File: config.mk
export PLATFORM = sky130hd
export DESIGN_NAME = scc_clock_gen
export DESIGN_NICKNAME = d
export VERILOG_FILES = /design/src/logic/scc_pkg.sv /design/src/logic/scc_clk_if.sv /design/src/logic/scc_clock_gen.sv /design/src/logic/scc_prescaler.sv
export SDC_FILE = /design/constraint.sdc
export NUM_CORES = 1
export LEC_CHECK = 0
export BUFFER_PORTS_ARGS = -buffer_cell sky130_fd_sc_hd__buf_4
export CAP_MARGIN = 30
export CORE_MARGIN = 5
export CORE_UTILIZATION = 45
export CTS_CLUSTER_SIZE = 14
export DETAILED_ROUTE_END_ITERATION = 6
export PLACE_DENSITY = 0.66
export SLEW_MARGIN = 20
export SYNTH_ARGS = -nofsm -noshare
export SYNTH_HDL_FRONTEND = slang
export SYNTH_HIERARCHICAL = 1
export SYNTH_SLANG_ARGS = --single-unit
File: constraint.sdc
create_clock -name clk -period 3.1 [get_ports clk]
set_input_delay 0.155 -clock clk [delete_from_list [all_inputs] [get_ports clk]]
set_output_delay 0.155 -clock clk [all_outputs]
set_load 0.01 [all_outputs]
File: src/logic/scc_pkg.sv
package scc_pkg;
  localparam int CLK_HZ = 20_000_000;
  localparam int CLK_MHZ = 20;

  // register byte offsets
  localparam logic [7:0] OFS_OPC = 8'h00;
  localparam logic [7:0] OFS_MCS = 8'h04;
  localparam logic [7:0] OFS_XOC = 8'h08;
  localparam logic [7:0] OFS_STLST = 8'h0C;
  localparam logic [7:0] OFS_STLSEL = 8'h10;
  localparam logic [7:0] OFS_PRE = 8'h14;
  localparam logic [7:0] OFS_STAT = 8'h18;

  // osc_pll_control_reg fields
  localparam int B_HS_STOP = 0;
  localparam int B_LS_STOP = 1;
  localparam int B_PLL_SEL = 3;
  localparam int B_PLL_RUN = 4;
  localparam int B_HS_STABLE = 7;
  // main clock select fields
  localparam int B_MAIN_SEL = 0;
  localparam int B_MAIN_STAT = 1;
  localparam int B_HS_SRC = 2;
  // crystal oscillator control fields
  localparam int B_AMP_HI = 0;
  localparam int B_EXT_CLK = 1;
  localparam int B_XT_STOP = 7;
  // status fields
  localparam int B_CPU_RUN = 0;
  localparam int B_PLL_RDY = 1;
  localparam int B_PLL_STBL = 2;
  localparam int B_STOPPED = 3;
  localparam int B_HS_8M = 4;
  localparam int B_LS_RUN = 5;

  localparam logic [7:0] RST_XOC = 8'h80;
  localparam logic [2:0] RST_STLSEL = 3'h5;
  localparam logic [2:0] RST_PRE = 3'h1;
  localparam logic [2:0] PRE_MAX = 3'h4;
  localparam logic [1:0] RESP_OKAY = 2'h0;
  localparam logic [1:0] RESP_SLVERR = 2'h2;

  // times in ns, then the low-speed rate in Hz and the oscillator dividers
  localparam int PLL_INT_WAIT_NS = 10_000;
  localparam int PLL_STAB_NS = 90_000;
  localparam int PWR_STAB_NS = 930_000;
  localparam int HS_START_NS = 2_000;
  localparam int HS_ACC_NS = 20_000;
  localparam int LS_HZ = 30_000;
  localparam int HS_DIV_4M = 5;
  localparam int HS_DIV_8M = 2;

  typedef enum logic [1:0] {SRC_HSOSC, SRC_XTAL, SRC_PLL} scc_src_t;
  typedef enum logic [1:0] {ST_PWR, ST_RUN, ST_STOP, ST_WAKE} scc_state_t;

  // least time, rounded up, never below one cycle
  function automatic int cyclesUp(input int ns);
    int c;
    c = (ns * CLK_MHZ + 999) / 1000;
    return (c < 1) ? 1 : c;
  endfunction

  // crystal edges needed for a settle-select code
  function automatic logic [16:0] settleLimit(input logic [2:0] sel);
    case (sel)
      3'h1: settleLimit = 17'h00800;
      3'h2: settleLimit = 17'h02000;
      3'h3: settleLimit = 17'h04000;
      3'h4: settleLimit = 17'h08000;
      default: settleLimit = 17'h10000;
    endcase
  endfunction
endpackage

File: src/logic/scc_clk_if.sv
`timescale 1ns/10ps
`default_nettype none
interface scc_clk_if;
  import scc_pkg::*;
  logic hsTick;
  logic xtTick;
  logic plTick;
  scc_src_t srcReq;
  logic [2:0] ratio;
  logic cpuEn;
  scc_src_t srcCur;
  modport gen (output hsTick, xtTick, plTick, srcReq, ratio, input cpuEn, srcCur);
  modport presc (input hsTick, xtTick, plTick, srcReq, ratio, output cpuEn, srcCur);
endinterface
`default_nettype wire

File: src/logic/scc_clock_gen.sv
`timescale 1ns/10ps
`default_nettype none
module scc_clock_gen
  import scc_pkg::*;
#(
  parameter int PWR_STAB_CYC = cyclesUp(PWR_STAB_NS)
) (
  input wire logic clk,
  input wire logic rst_b,
  input wire logic [7:0] s_axi_awaddr,
  input wire logic s_axi_awvalid,
  output logic s_axi_awready,
  input wire logic [31:0] s_axi_wdata,
  input wire logic [3:0] s_axi_wstrb,
  input wire logic s_axi_wvalid,
  output logic s_axi_wready,
  output logic [1:0] s_axi_bresp,
  output logic s_axi_bvalid,
  input wire logic s_axi_bready,
  input wire logic [7:0] s_axi_araddr,
  input wire logic s_axi_arvalid,
  output logic s_axi_arready,
  output logic [31:0] s_axi_rdata,
  output logic [1:0] s_axi_rresp,
  output logic s_axi_rvalid,
  input wire logic s_axi_rready,
  input wire logic optHs8M,
  input wire logic optLsStoppable,
  input wire logic optWdtEnable,
  input wire logic supplyFastRise,
  input wire logic x1ClkPin,
  input wire logic stopReq,
  input wire logic wakeReq,
  output logic hsOscRun,
  output logic xtalRun,
  output logic lsOscRun,
  output logic pllRunOut,
  output logic ampHighGain,
  output logic cpuClkEn,
  output logic cpuRun,
  output logic wdtClkEn,
  output logic timerClkEn
);
  localparam int PLL_INT_CYC = cyclesUp(PLL_INT_WAIT_NS);
  localparam int PLL_STAB_CYC = cyclesUp(PLL_STAB_NS);
  localparam int HS_START_CYC = cyclesUp(HS_START_NS);
  localparam int HS_ACC_CYC = cyclesUp(HS_ACC_NS);
  localparam int LS_DIV = CLK_HZ / LS_HZ;

  scc_clk_if ck ();

  //////////////////////////////////////////////////////////////////////////
  // pin synchronisers
  logic [5:0] syncA_reg;
  logic [5:0] syncB_reg;
  logic x1Last_reg;
  logic optsValid;
  logic hs8m;
  logic lsStoppable;
  logic wdtEn;
  logic fastRise;
  logic x1Rise;

  always_ff @(posedge clk or negedge rst_b) begin
    if (!rst_b) begin
      syncA_reg <= 6'h00;
      syncB_reg <= 6'h00;
      x1Last_reg <= 1'b0;
    end else begin
      // top bit marks both stages as holding a real pin sample
      syncA_reg <= {1'b1, x1ClkPin, supplyFastRise, optWdtEnable, optLsStoppable, optHs8M};
      syncB_reg <= syncA_reg;
      x1Last_reg <= syncB_reg[4];
    end
  end

  assign optsValid = syncB_reg[5];
  assign hs8m = syncB_reg[0];
  assign lsStoppable = syncB_reg[1];
  assign wdtEn = syncB_reg[2];
  assign fastRise = syncB_reg[3];
  assign x1Rise = syncB_reg[4] & ~x1Last_reg;

  //////////////////////////////////////////////////////////////////////////
  // register state
  logic hsStop_reg;
  logic lsStop_reg;
  logic pllSel_reg;
  logic pllRun_reg;
  logic mainSel_reg;
  logic hsSrc_reg;
  logic hsSrcLocked_reg;
  logic extClk_reg;
  logic xtStop_reg;
  logic [2:0] stlSel_reg;
  logic [2:0] pre_reg;
  scc_state_t state_reg;
  logic hsStable;
  logic hsOut;
  logic pllReady;
  logic pllStable;
  logic settleDone;
  logic [4:0] settleStat;
  logic onHsOsc;
  logic stopped;

  // AXI write channel holding
  logic awHeld_reg;
  logic wHeld_reg;
  logic [7:0] awAddr_reg;
  logic [7:0] wData_reg;
  logic wLane0_reg;
  logic doWrite;

  assign s_axi_awready = ~awHeld_reg & ~s_axi_bvalid;
  assign s_axi_wready = ~wHeld_reg & ~s_axi_bvalid;
  assign doWrite = awHeld_reg & wHeld_reg & ~s_axi_bvalid;
  assign s_axi_arready = ~s_axi_rvalid;

  function automatic logic mapped(input logic [7:0] a);
    mapped = (a == OFS_OPC) || (a == OFS_MCS) || (a == OFS_XOC) || (a == OFS_STLST)
      || (a == OFS_STLSEL) || (a == OFS_PRE) || (a == OFS_STAT);
  endfunction

  always_ff @(posedge clk or negedge rst_b) begin
    if (!rst_b) begin
      awHeld_reg <= 1'b0;
      wHeld_reg <= 1'b0;
      awAddr_reg <= 8'h00;
      wData_reg <= 8'h00;
      wLane0_reg <= 1'b0;
      s_axi_bvalid <= 1'b0;
      s_axi_bresp <= RESP_OKAY;
    end else begin
      if (s_axi_awvalid && s_axi_awready) begin
        awHeld_reg <= 1'b1;
        awAddr_reg <= s_axi_awaddr;
      end
      if (s_axi_wvalid && s_axi_wready) begin
        wHeld_reg <= 1'b1;
        wData_reg <= s_axi_wdata[7:0];
        wLane0_reg <= s_axi_wstrb[0];
      end
      if (doWrite) begin
        awHeld_reg <= 1'b0;
        wHeld_reg <= 1'b0;
        s_axi_bvalid <= 1'b1;
        s_axi_bresp <= mapped(awAddr_reg) ? RESP_OKAY : RESP_SLVERR;
      end else if (s_axi_bvalid && s_axi_bready) begin
        s_axi_bvalid <= 1'b0;
      end
    end
  end

  //////////////////////////////////////////////////////////////////////////
  // software-visible control bits
  logic wrEn;
  assign wrEn = doWrite & wLane0_reg;

  always_ff @(posedge clk or negedge rst_b) begin
    if (!rst_b) begin
      hsStop_reg <= 1'b0;
      lsStop_reg <= 1'b0;
      pllSel_reg <= 1'b0;
      pllRun_reg <= 1'b0;
    end else if (wrEn && awAddr_reg == OFS_OPC) begin
      pllSel_reg <= wData_reg[B_PLL_SEL];
      pllRun_reg <= wData_reg[B_PLL_RUN];
      lsStop_reg <= wData_reg[B_LS_STOP];
      // refuse to stop the oscillator that feeds the CPU
      if (!(wData_reg[B_HS_STOP] && onHsOsc)) begin
        hsStop_reg <= wData_reg[B_HS_STOP];
      end
    end
  end

  always_ff @(posedge clk or negedge rst_b) begin
    if (!rst_b) begin
      mainSel_reg <= 1'b0;
      hsSrc_reg <= 1'b0;
      hsSrcLocked_reg <= 1'b0;
    end else if (wrEn && awAddr_reg == OFS_MCS) begin
      mainSel_reg <= wData_reg[B_MAIN_SEL];
      // source select takes one write only after reset
      if (!hsSrcLocked_reg) begin
        hsSrc_reg <= wData_reg[B_HS_SRC];
        hsSrcLocked_reg <= 1'b1;
      end
    end
  end

  always_ff @(posedge clk or negedge rst_b) begin
    if (!rst_b) begin
      xtStop_reg <= RST_XOC[B_XT_STOP];
      extClk_reg <= RST_XOC[B_EXT_CLK];
      ampHighGain <= RST_XOC[B_AMP_HI];
      stlSel_reg <= RST_STLSEL;
      pre_reg <= RST_PRE;
    end else if (wrEn) begin
      if (awAddr_reg == OFS_XOC) begin
        ampHighGain <= wData_reg[B_AMP_HI];
        // mode bits frozen while the crystal runs
        if (xtStop_reg) begin
          extClk_reg <= wData_reg[B_EXT_CLK];
        end
        // crystal may stop only when it is not the current main source, even if it feeds the PLL
        if (!(wData_reg[B_XT_STOP] && ck.srcCur == SRC_XTAL)) begin
          xtStop_reg <= wData_reg[B_XT_STOP];
        end
      end
      if (awAddr_reg == OFS_STLSEL) begin
        stlSel_reg <= wData_reg[2:0];
      end
      if (awAddr_reg == OFS_PRE) begin
        pre_reg <= wData_reg[2:0];
      end
    end
  end

  //////////////////////////////////////////////////////////////////////////
  // power-up, stop and wake sequencing
  logic [15:0] pwrCnt_reg;
  logic pwrDone;
  assign pwrDone = (pwrCnt_reg >= 16'(PWR_STAB_CYC));
  assign stopped = (state_reg == ST_STOP);

  always_ff @(posedge clk or negedge rst_b) begin
    if (!rst_b) begin
      pwrCnt_reg <= 16'h0000;
      state_reg <= ST_PWR;
    end else begin
      case (state_reg)
        ST_PWR: begin
          // supply stabilisation wait on a fast rise only
          // reset values of the synchroniser must not be taken for a slow rise
          if (optsValid && (!fastRise || pwrDone)) begin
            state_reg <= ST_RUN;
          end else if (optsValid) begin
            pwrCnt_reg <= pwrCnt_reg + 16'h0001;
          end
        end
        ST_RUN: begin
          if (stopReq) begin
            state_reg <= ST_STOP;
          end
        end
        ST_STOP: begin
          if (wakeReq) begin
            state_reg <= ST_WAKE;
          end
        end
        ST_WAKE: begin
          // hardware settle wait only when the CPU runs on the crystal
          if (ck.srcCur != SRC_XTAL || settleDone) begin
            state_reg <= ST_RUN;
          end
        end
        default: state_reg <= ST_PWR;
      endcase
    end
  end

  //////////////////////////////////////////////////////////////////////////
  // internal high-speed oscillator
  logic [15:0] hsCnt_reg;
  logic [2:0] hsDiv_reg;
  logic hsTick_reg;
  logic hsEn;

  // runs once the power wait ends, with no software action
  assign hsEn = ~hsStop_reg & ~stopped & (state_reg != ST_PWR);
  assign hsOut = (hsCnt_reg >= 16'(HS_START_CYC));
  assign hsStable = (hsCnt_reg >= 16'(HS_ACC_CYC));
  assign onHsOsc = (ck.srcCur == SRC_HSOSC) || (ck.srcCur == SRC_PLL && !hsSrc_reg);

  always_ff @(posedge clk or negedge rst_b) begin
    if (!rst_b) begin
      hsCnt_reg <= 16'h0000;
      hsDiv_reg <= 3'h0;
      hsTick_reg <= 1'b0;
    end else if (!hsEn) begin
      hsCnt_reg <= 16'h0000;
      hsDiv_reg <= 3'h0;
      hsTick_reg <= 1'b0;
    end else begin
      if (!hsStable) begin
        hsCnt_reg <= hsCnt_reg + 16'h0001;
      end
      // rate by option; 8 MHz is approximated on a 20 MHz base
      hsTick_reg <= 1'b0;
      if (hsDiv_reg >= 3'((hs8m ? HS_DIV_8M : HS_DIV_4M) - 1)) begin
        hsDiv_reg <= 3'h0;
        hsTick_reg <= hsOut;
      end else begin
        hsDiv_reg <= hsDiv_reg + 3'h1;
      end
    end
  end

  //////////////////////////////////////////////////////////////////////////
  // crystal / external clock and settle counter
  logic [16:0] stlCnt_reg;
  logic [16:0] stlLim;
  assign xtalRun = ~xtStop_reg & ~stopped;
  assign stlLim = settleLimit(stlSel_reg);
  // external clock input counts as settled at once
  assign settleDone = extClk_reg | (stlCnt_reg >= stlLim);
  assign settleStat = extClk_reg ? 5'h1F :
    {stlCnt_reg >= settleLimit(3'h1), stlCnt_reg >= settleLimit(3'h2), stlCnt_reg >= settleLimit(3'h3),
     stlCnt_reg >= settleLimit(3'h4), stlCnt_reg >= settleLimit(3'h5)};

  // count saturates at the selected limit so status never passes it
  always_ff @(posedge clk or negedge rst_b) begin
    if (!rst_b) begin
      stlCnt_reg <= 17'h00000;
    end else if (!xtalRun) begin
      stlCnt_reg <= 17'h00000;
    end else if (x1Rise && stlCnt_reg < stlLim) begin
      stlCnt_reg <= stlCnt_reg + 17'h00001;
    end
  end

  //////////////////////////////////////////////////////////////////////////
  // PLL run timing
  logic [11:0] pllCnt_reg;
  assign pllRunOut = pllRun_reg & ~stopped;
  // output unusable during the internal wait
  assign pllReady = (pllCnt_reg >= 12'(PLL_INT_CYC));
  assign pllStable = (pllCnt_reg >= 12'(PLL_STAB_CYC));

  always_ff @(posedge clk or negedge rst_b) begin
    if (!rst_b) begin
      pllCnt_reg <= 12'h000;
    end else if (!pllRunOut) begin
      pllCnt_reg <= 12'h000;
    end else if (!pllStable) begin
      pllCnt_reg <= pllCnt_reg + 12'h001;
    end
  end

  //////////////////////////////////////////////////////////////////////////
  // low-speed oscillator
  logic [9:0] lsDiv_reg;
  // stop bit honoured only when the option allows
  assign lsOscRun = ~(lsStoppable & lsStop_reg);

  // low-speed ticks reach watchdog and timer only
  always_ff @(posedge clk or negedge rst_b) begin
    if (!rst_b) begin
      lsDiv_reg <= 10'h000;
      wdtClkEn <= 1'b0;
      timerClkEn <= 1'b0;
    end else begin
      wdtClkEn <= 1'b0;
      timerClkEn <= 1'b0;
      if (!lsOscRun) begin
        lsDiv_reg <= 10'h000;
      end else if (lsDiv_reg >= 10'(LS_DIV - 1)) begin
        lsDiv_reg <= 10'h000;
        wdtClkEn <= wdtEn;
        timerClkEn <= 1'b1;
      end else begin
        lsDiv_reg <= lsDiv_reg + 10'h001;
      end
    end
  end

  //////////////////////////////////////////////////////////////////////////
  // main clock source and prescaler
  assign hsOscRun = hsEn;
  assign ck.hsTick = hsTick_reg;
  assign ck.xtTick = x1Rise & xtalRun;
  assign ck.plTick = pllReady;
  assign ck.ratio = pre_reg;
  // PLL path offered only once its output is usable
  assign ck.srcReq = (pllSel_reg && pllReady) ? SRC_PLL :
    (hsSrc_reg && mainSel_reg) ? SRC_XTAL : SRC_HSOSC;

  scc_prescaler u_presc (
    .clk(clk),
    .rst_b(rst_b),
    .ck(ck)
  );

  // CPU starts once the internal oscillator outputs
  assign cpuRun = (state_reg == ST_RUN) & (ck.srcCur != SRC_HSOSC || hsOut);
  assign cpuClkEn = ck.cpuEn & cpuRun;

  //////////////////////////////////////////////////////////////////////////
  // read channel
  function automatic logic [7:0] readMux(input logic [7:0] a);
    logic [7:0] v;
    v = 8'h00;
    case (a)
      OFS_OPC: begin
        v[B_HS_STOP] = hsStop_reg;
        v[B_LS_STOP] = lsStop_reg;
        v[B_PLL_SEL] = pllSel_reg;
        v[B_PLL_RUN] = pllRun_reg;
        v[B_HS_STABLE] = hsStable;
      end
      OFS_MCS: begin
        v[B_MAIN_SEL] = mainSel_reg;
        v[B_MAIN_STAT] = (ck.srcCur == SRC_XTAL);
        v[B_HS_SRC] = hsSrc_reg;
      end
      OFS_XOC: begin
        v[B_AMP_HI] = ampHighGain;
        v[B_EXT_CLK] = extClk_reg;
        v[B_XT_STOP] = xtStop_reg;
      end
      OFS_STLST: v[4:0] = settleStat;
      OFS_STLSEL: v[2:0] = stlSel_reg;
      OFS_PRE: v[2:0] = pre_reg;
      OFS_STAT: begin
        v[B_CPU_RUN] = cpuRun;
        v[B_PLL_RDY] = pllReady;
        v[B_PLL_STBL] = pllStable;
        v[B_STOPPED] = stopped;
        v[B_HS_8M] = hs8m;
        v[B_LS_RUN] = lsOscRun;
      end
      default: v = 8'h00;
    endcase
    return v;
  endfunction

  always_ff @(posedge clk or negedge rst_b) begin
    if (!rst_b) begin
      s_axi_rvalid <= 1'b0;
      s_axi_rdata <= 32'h00000000;
      s_axi_rresp <= RESP_OKAY;
    end else if (s_axi_arvalid && s_axi_arready) begin
      s_axi_rvalid <= 1'b1;
      s_axi_rdata <= {24'h000000, readMux(s_axi_araddr)};
      s_axi_rresp <= mapped(s_axi_araddr) ? RESP_OKAY : RESP_SLVERR;
    end else if (s_axi_rready) begin
      s_axi_rvalid <= 1'b0;
    end
  end
endmodule // scc_clock_gen
`default_nettype wire

File: src/logic/scc_prescaler.sv
`timescale 1ns/10ps
`default_nettype none
module scc_prescaler
  import scc_pkg::*;
(
  input wire logic clk,
  input wire logic rst_b,
  scc_clk_if.presc ck
);
  logic [3:0] cnt_reg;
  logic [2:0] ratioCur_reg;
  logic tick;
  logic [3:0] lim;

  always_comb begin
    case (ck.srcCur)
      SRC_XTAL: tick = ck.xtTick;
      SRC_PLL: tick = ck.plTick;
      default: tick = ck.hsTick;
    endcase
    lim = 4'((5'h1 << ratioCur_reg) - 5'h1);
  end

  // source and ratio change only at a period boundary, so no phase is cut short
  always_ff @(posedge clk or negedge rst_b) begin
    if (!rst_b) begin
      cnt_reg <= 4'h0;
      ratioCur_reg <= RST_PRE;
      ck.srcCur <= SRC_HSOSC;
      ck.cpuEn <= 1'b0;
    end else begin
      ck.cpuEn <= 1'b0;
      if (tick) begin
        if (cnt_reg >= lim) begin
          cnt_reg <= 4'h0;
          ck.cpuEn <= 1'b1;
          ck.srcCur <= ck.srcReq;
          ratioCur_reg <= (ck.ratio > PRE_MAX) ? PRE_MAX : ck.ratio;
        end else begin
          cnt_reg <= cnt_reg + 4'h1;
        end
      end
    end
  end
endmodule // scc_prescaler
`default_nettype wire

==> out/qor.yml, run 1 <==
synthesis:
  ys_ff_latch: 146
  synth_top_area_share: 0.482
  synthesis.instances: 705
  yosysSeqAreaShare: 0.500
  yosysWarnings: 6
  synthArstFlopShare: 1.00
  synth_edf_count: 0
  avgSynthCellArea_sq_um: 10.4
  syn_area_sq_um: 7320
  synthTopCellsByArea: "dfrtp_1 (48%), ha_1 (5.3%), mux2_2 (4.8%), nor2_1 (4.2%), xnor2_1 (3.3%)"
  synth_area_leader_cell: "dfrtp_1"
  synth_flop_cell: "dfrtp_1"
  synth.distinct_cells: 69
setup_path:
  cp-startpoint: "stlSel_reg[1]"
  start_kind: "flip-flop"
  path_max_fanout: 6
  crit_end: "state_reg[1]"
  path_class: "flip-flop to flip-flop"
  critPathRequiredTime_ps: 3400
  r2r_slack_ps: 220
  r2r-start: "stlSel_reg[1]"
  timing.rr.end: "state_reg[1]"
  reg2reg_depth: 7
  cp-end-kind: "flip-flop"
  crit_arrival_ps: 3180
global_route:
  grt_pass1_vias: 5131
  grt_pass1_wl_microns: 24800
  grt_max_degree: 96
  grt-ovfl-total: 0
  grt_use_total: 0.166
  antenna_found_initial: 1
worst_hold_path:
  hold_path_class: "input pin to async pin"
pwr:
  swShare: 0.308
  p_comb_frac: 0.210
  p_int_w: 0.00380
  power.clock.fraction: 0.337
  p_leak_nw: 4.06
  p_seq_frac: 0.453
  vdd_drop_max_mv: 0.627
  p_sw_w: 0.00170
  power_w: 0.00550
  power_density_nw_per_um2: 632
floorplan:
  boundaryPins: 116
  die_h_microns: 138
  placementRows: 46
  fp.dieW_microns: 138
  initial_core_util: 0.459
  die-area_sq_um: 18900
  fp.coreArea_sq_um: 15900
run:
  max-cap-violations: 0
cells_and_area:
  layout.nets: 892
  area_growth_pct: 18.8
  final_common_cell: "dfrtp_1"
  multi_input_comb_area_sq_um: 3320
  fin_util: 0.546
  seq_area_sq_um: 3660
  largest_reg_flops: 17
  final_cell_mix: "dfrtp_1 (141), nor2_1 (81), buf_4 (63)"
  n_fill_cell: 1405
  drive_gt1_frac: 0.187
place:
  port_buffers: 59
  place_congestion: 0.842
  dp_hpwl_microns: 10600
timing:
  fin_crit_sh: 0.930
  finalCriticalPeriod_ps: 2880
  drv_slew: 0
  fin_hold_ws_ps: 114
  timing.setup.tns_ps: 0
  relSlewSlack: 0.581
  finalHoldViolCount: 0
  tightest_slew_ps: 624
  max_freq_mhz: 347
  setup_viol: 0
  skew_ps: 5.62
  rsz0062_at_grt: "no"
clocking:
  clock-root-buffer: "clkbuf_16"
  cts_sinks: 146
  htree_levels: 4
  clk_latency_ps: 410
  cts_buffers: 17
  post_cts_buffers: 0
  path_clk_slew_ps: 60
  ctsHoldBuffers: 23
  cts_tree: "built"
  ctsResizeCount: 0
  cts_buffer_depth: 2
detailed_routing:
  wire_per_inst_microns: 14.2
  routed_wirelength_microns: 14500
  ant_nets: 0
  vias_per_cell: 5.05
  drc_errors: 0
  vias: 5173
  drt_pre_antenna_iters: 4
  drt_iter0_drc: 289
status:
  outcome: "complete, no violations"
-- cell usage after synthesis (all sizes together) (14+ instances only) --
library cell / number
dfrtp: 141
o21ai: 22
nand2: 56
a21oi: 17
xor2: 25
nor3: 21
nor2: 81
nand3: 24
ha: 31
and2: 14
mux2: 34
buf: 30
xnor2: 28
inv: 45
-- cell families after synthesis --
family                     Yosys count  synth area share
and+or+nand+nor                    266             0.186
DFF                                146             0.500
buffers and inverters               88            0.0605
AOI/OAI and AO/OA                   82            0.0778
xor gates and xnor gates            53            0.0634
muxes                               37            0.0579
adders and majority gates           31            0.0530
other                                2           0.00103
-- worst max-delay path, stage by stage, from the launching register on --
cell and delay (ps):
dfrtp_1 430, or3b_2 470, ha_1 300, or4b_1 440, nor4_1 440, nor4b_2 130, nor3_1 210, mux2_2 350
-- per-stage QoR --
step	cells	worst slack [ps]	cell area (sq um)
2_1_floorplan	731	542	7420
3_3_place_gp	968	293	7900
3_5_place_dp	968	227	7900
4_1_cts	1023	208	8670
5_1_grt	1025	56.9	8700
6_report	1025	217	8700
-- per-layer routing --
layer / up-vias / routed length (microns) / track usage
li1: 2542 / - / -
met2: 112 / 7010 / 0.268
met5: - / 0 / 0
met4: 0 / 202 / 0.0488
met3: 11 / 682 / 0.0427
met1: 2508 / 6650 / 0.221
-- power by group through the flow --
stage / logic [W] / clock network (W) / registers [W]
after detailed placement: 0.00114 / 0 / 0.00252
final: 0.00116 / 0.00185 / 0.00249
after global routing: 0.00132 / 0.00199 / 0.00254
after CTS: 0.00117 / 0.00190 / 0.00249
after global placement: 0.00109 / 0 / 0.00250
after floorplan: 0.000843 / 0 / 0.00244
-- cell type report --
type,instances,share of cell area
inverter,45,0.0194
clock inverter,12,0.00964
antenna,1,0.000288
multi-input combinational,497,0.381
clock buffer,20,0.0525
tap,216,0.0311
sequential,146,0.421
timing repair buffer,88,0.0853
-- how the worst min path moves through the flow --
| stage | to | slack, ps | cells after the start |
|---|---|---|---|
| after floorplan | ampHighGain | -140 | 0 |
| after global placement | syncA_reg[3] | 260 | 1 |
| after detailed placement | syncA_reg[0] | 270 | 1 |
| after CTS | s_axi_rdata[0] | 90 | 3 |
| after global routing | stlCnt_reg[0] | 120 | 2 |
| final | stlCnt_reg[6] | 110 | 2 |
Note: power is estimated with default switching activity, not from simulation.
==> run 2, diff against run 1 <==
--- a/config.mk
+++ b/config.mk
@@ -15,5 +15,4 @@
 export SLEW_MARGIN = 20
 export SYNTH_ARGS = -nofsm -noshare
 export SYNTH_HDL_FRONTEND = slang
-export SYNTH_HIERARCHICAL = 1
 export SYNTH_SLANG_ARGS = --single-unit
==> out/qor.yml, run 2 <==
setup_path:
  cp_num_cells: 8  # was 7
  r2r_slack_ps: 540  # was 220 ps
  start_kind: "flip-flop"  # unchanged
  path_class: "flip-flop to flip-flop"  # unchanged
  path_delay_family: "simple AND/OR/NAND/NOR gates"  # unchanged
  cp-end-kind: "flip-flop"  # unchanged
  critical_path_buf_inv_count: 0  # unchanged
  critPathSlowestCell: "dfrtp_1"  # was or3b_2
  max_stage_delay_ps: 410  # was 470 ps
  crit_arrival_ps: 2860  # was 3180 ps
  crit_top_cell: "ha_1"
  path_max_fanout: 6  # unchanged
  reg2reg_depth: 8  # was 7
  path_cells: "or3_1 > ha_1 > ha_1 > a21oi_1 > nor2_1 > a211oi_1 > nand2b_1 > mux2_1"  # was or3b_2 > ha_1 > or4b_1 > nor4_1 > nor4b_2 > nor3_1 > mux2_2
  critPathRequiredTime_ps: 3390  # was 3400 ps
cells_and_area:
  area_growth_pct: 18.9  # was 18.8%
  final_cell_mix: "dfrtp_1 (141), nor2_1 (73), buf_4 (62)"  # was dfrtp_1 (141), nor2_1 (81), buf_4 (63)
  layout.nets: 878  # was 892
  largest_reg_flops: 17  # unchanged
  fin_util: 0.547  # was 0.546
  n_fill_cell: 1396  # was 1405
  multi_input_comb_area_sq_um: 3330  # was 3320 sq um
  drive_gt1_frac: 0.183  # was 0.187
  final_common_cell: "dfrtp_1"  # unchanged
  fin_area_sq_um: 8690  # was 8700 sq um
  seq_area_sq_um: 3660  # unchanged
  n_antenna_cell: 0  # was 1
pwr:
  vdd_drop_max_mv: 0.408  # was 0.627 mV
  p_leak_nw: 4.03  # was 4.06 nW
  power_w: 0.00568  # was 0.00550 W
  power_density_nw_per_um2: 653  # was 632 nW/um^2
timing:
  fin_crit_sh: 0.827  # was 0.930
  worst_slack_ps: 536  # was 217 ps
  drv_slew: 0  # unchanged
  skew_ps: 9.25  # was 5.62 ps
  tightest_slew_ps: 729  # was 624 ps
  finalHoldViolCount: 0  # unchanged
  rsz0062_at_grt: "no"  # unchanged
  relSlewSlack: 0.514  # was 0.581
  max_freq_mhz: 390  # was 347 MHz
  setup_viol: 0  # unchanged
  finalCriticalPeriod_ps: 2560  # was 2880 ps
  timing.setup.tns_ps: 0  # unchanged
place:
  dpl-instance-area_sq_um: 7900  # about the same
  place_ws_ps: 541  # was 227 ps
  dp_hpwl_microns: 10900  # was 10600 microns
  port_buffers: 59  # unchanged
  place_congestion: 0.813  # was 0.842
floorplan:
  fp.dieW_microns: 137  # was 138 microns
  boundaryPins: 116  # unchanged
  die-area_sq_um: 18900  # about the same
  initial_core_util: 0.460  # was 0.459
  fp.coreArea_sq_um: 15900  # about the same
  placementRows: 46  # unchanged
  die_h_microns: 137  # was 138 microns
detailed_routing:
  drc_errors: 0  # unchanged
  drt_pre_antenna_iters: 7  # was 4
  routed_wirelength_microns: 15000  # was 14500 microns
  vias_per_cell: 5.08  # was 5.05
  wire_per_inst_microns: 14.9  # was 14.2 microns
  ant_nets: 0  # unchanged
  drt_iter0_drc: 240  # was 289
  vias: 5129  # was 5173
clocking:
  cts_buffers: 17  # unchanged
  clk_latency_ps: 420  # was 410 ps
  cts_sinks: 146  # unchanged
  cts_tree: "built"  # unchanged
  post_cts_buffers: 0  # unchanged
  htree_levels: 4  # unchanged
  clock-root-buffer: "clkbuf_16"  # unchanged
  cts_buffer_depth: 2  # unchanged
  path_clk_slew_ps: 60  # about the same
synthesis:
  avgSynthCellArea_sq_um: 10.6  # was 10.4 sq um
  synthTopCellsByCount: "dfrtp_1 (141), nor2_1 (73), nand2_1 (50), inv_1 (37), xnor2_1 (36)"  # was dfrtp_1 (141), nor2_1 (81), nand2_1 (55), inv_1 (45)
  synthArstFlopShare: 1.00  # unchanged
  yosysSeqAreaShare: 0.501  # was 0.500
  synth.distinct_cells: 73  # was 69
  synthTopCellsByArea: "dfrtp_1 (48%), ha_1 (5.5%), mux2_2 (4.6%), xnor2_1 (4.3%), nor2_1 (3.7%)"  # was dfrtp_1 (48%), ha_1 (5.3%), mux2_2 (4.8%), nor2_1 (4.2%), xnor2_1 (3.3%)
  syn_area_sq_um: 7310  # was 7320 sq um
  synth_most_common_cell: "dfrtp_1"  # unchanged
  synth_top_area_share: 0.483  # was 0.482
  synth_flop_cell: "dfrtp_1"  # unchanged
  synth_area_leader_cell: "dfrtp_1"  # unchanged
  synthesis.instances: 691  # was 705
  ys_ff_latch: 146  # unchanged
  synth_edf_count: 0  # unchanged
  yosysWarnings: 0  # was 6
global_route:
  grt_max_degree: 63  # was 96
  antenna_found_initial: 0  # was 1
  grt_pass1_wl_microns: 25600  # was 24800 microns
  grt-ovfl-total: 0  # unchanged
  grt_use_total: 0.172  # was 0.166
  grt_pass1_vias: 5319  # was 5131
status:
  outcome: "complete, no violations"  # unchanged
worst_hold_path:
  hold_path_class: "input pin to flip-flop"  # was input pin to async pin
  hold_depth: 3
run:
  max-cap-violations: 0  # unchanged
==> run 2: cell types whose count changed after synthesis, sizes merged, moves of 5 or more <==
cell    before  now
and3        12   17
xor2        25   13
inv         45   38
xnor2       28   36
nand2b      12    7
nor2        81   73
nand2       56   51
or3          4   10
nand3       24   19
==> run 2: timing repair <==
action | 4_1_cts | 5_1_grt
endpoints found under the setup margin | 0 | 0
endpoints found under the hold margin | 82 | 0
hold buffers | 23 | 0
gates resized for setup | 0 | 0
==> run 2: worst paths after layout <==
kind	start	end
setup reg to reg	u_presc.ratioCur_reg[2]	u_presc.ck.srcCur[1]
hold reg to reg	syncA_reg[3]	syncB_reg[3]
min in group asynchronous	rst_b	lsDiv_reg[1]
hold / removal	s_axi_wvalid	wHeld_reg
max in group asynchronous	rst_b	awAddr_reg[0]
setup / recovery	u_presc.ratioCur_reg[2]	u_presc.ck.srcCur[1]
==> run 2: through the flow <==
stage | instances | hold WS, ps
6_report | 1009 | 73.4
5_1_grt | 1009 | 71.6
4_1_cts | 1009 | 55.5
3_5_place_dp | 954 | 176
3_3_place_gp | 954 | 167
2_1_floorplan | 717 | -141
==> run 2: per-layer routing <==
layer	track usage	share of wire
met1	0.219	0.44
met2	0.287	0.50
met3	0.0413	0.041
met4	0.0593	0.019
met5	0	0
==> run 2: cells by family after synthesis <==
group / count (synthesis) / share of synthesized area
adder cells (fa/ha/maj): 32 / 0.0548
multiplexers: 40 / 0.0642
AO/OA/AOI/OAI: 81 / 0.0753
XOR/XNOR: 49 / 0.0587
other: 2 / 0.00103
flip-flops: 146 / 0.501
buffers and inverters: 81 / 0.0575
AND/OR/NAND/NOR: 260 / 0.188
==> run 2: area by class of cell <==
type,instances,area share
clock inverter,10,0.0128
clock buffer,22,0.0523
timing repair buffer,87,0.0836
sequential,146,0.421
tap,216,0.0311
inverter,38,0.0164
multi-input combinational,490,0.383
==> run 2: power breakdown <==
| part | switching, W | internal (W) |
|---|---|---|
| registers | 0.000289 | 0.00221 |
| logic | 0.000653 | 0.000557 |
| clock network | 0.000764 | 0.00120 |
| total | 0.00171 | 0.00397 |
==> run 2: tightest hold or removal path: stages <==
cell and delay [ps]:
buf_4 80, a21oi_1 50, a31oi_1 150
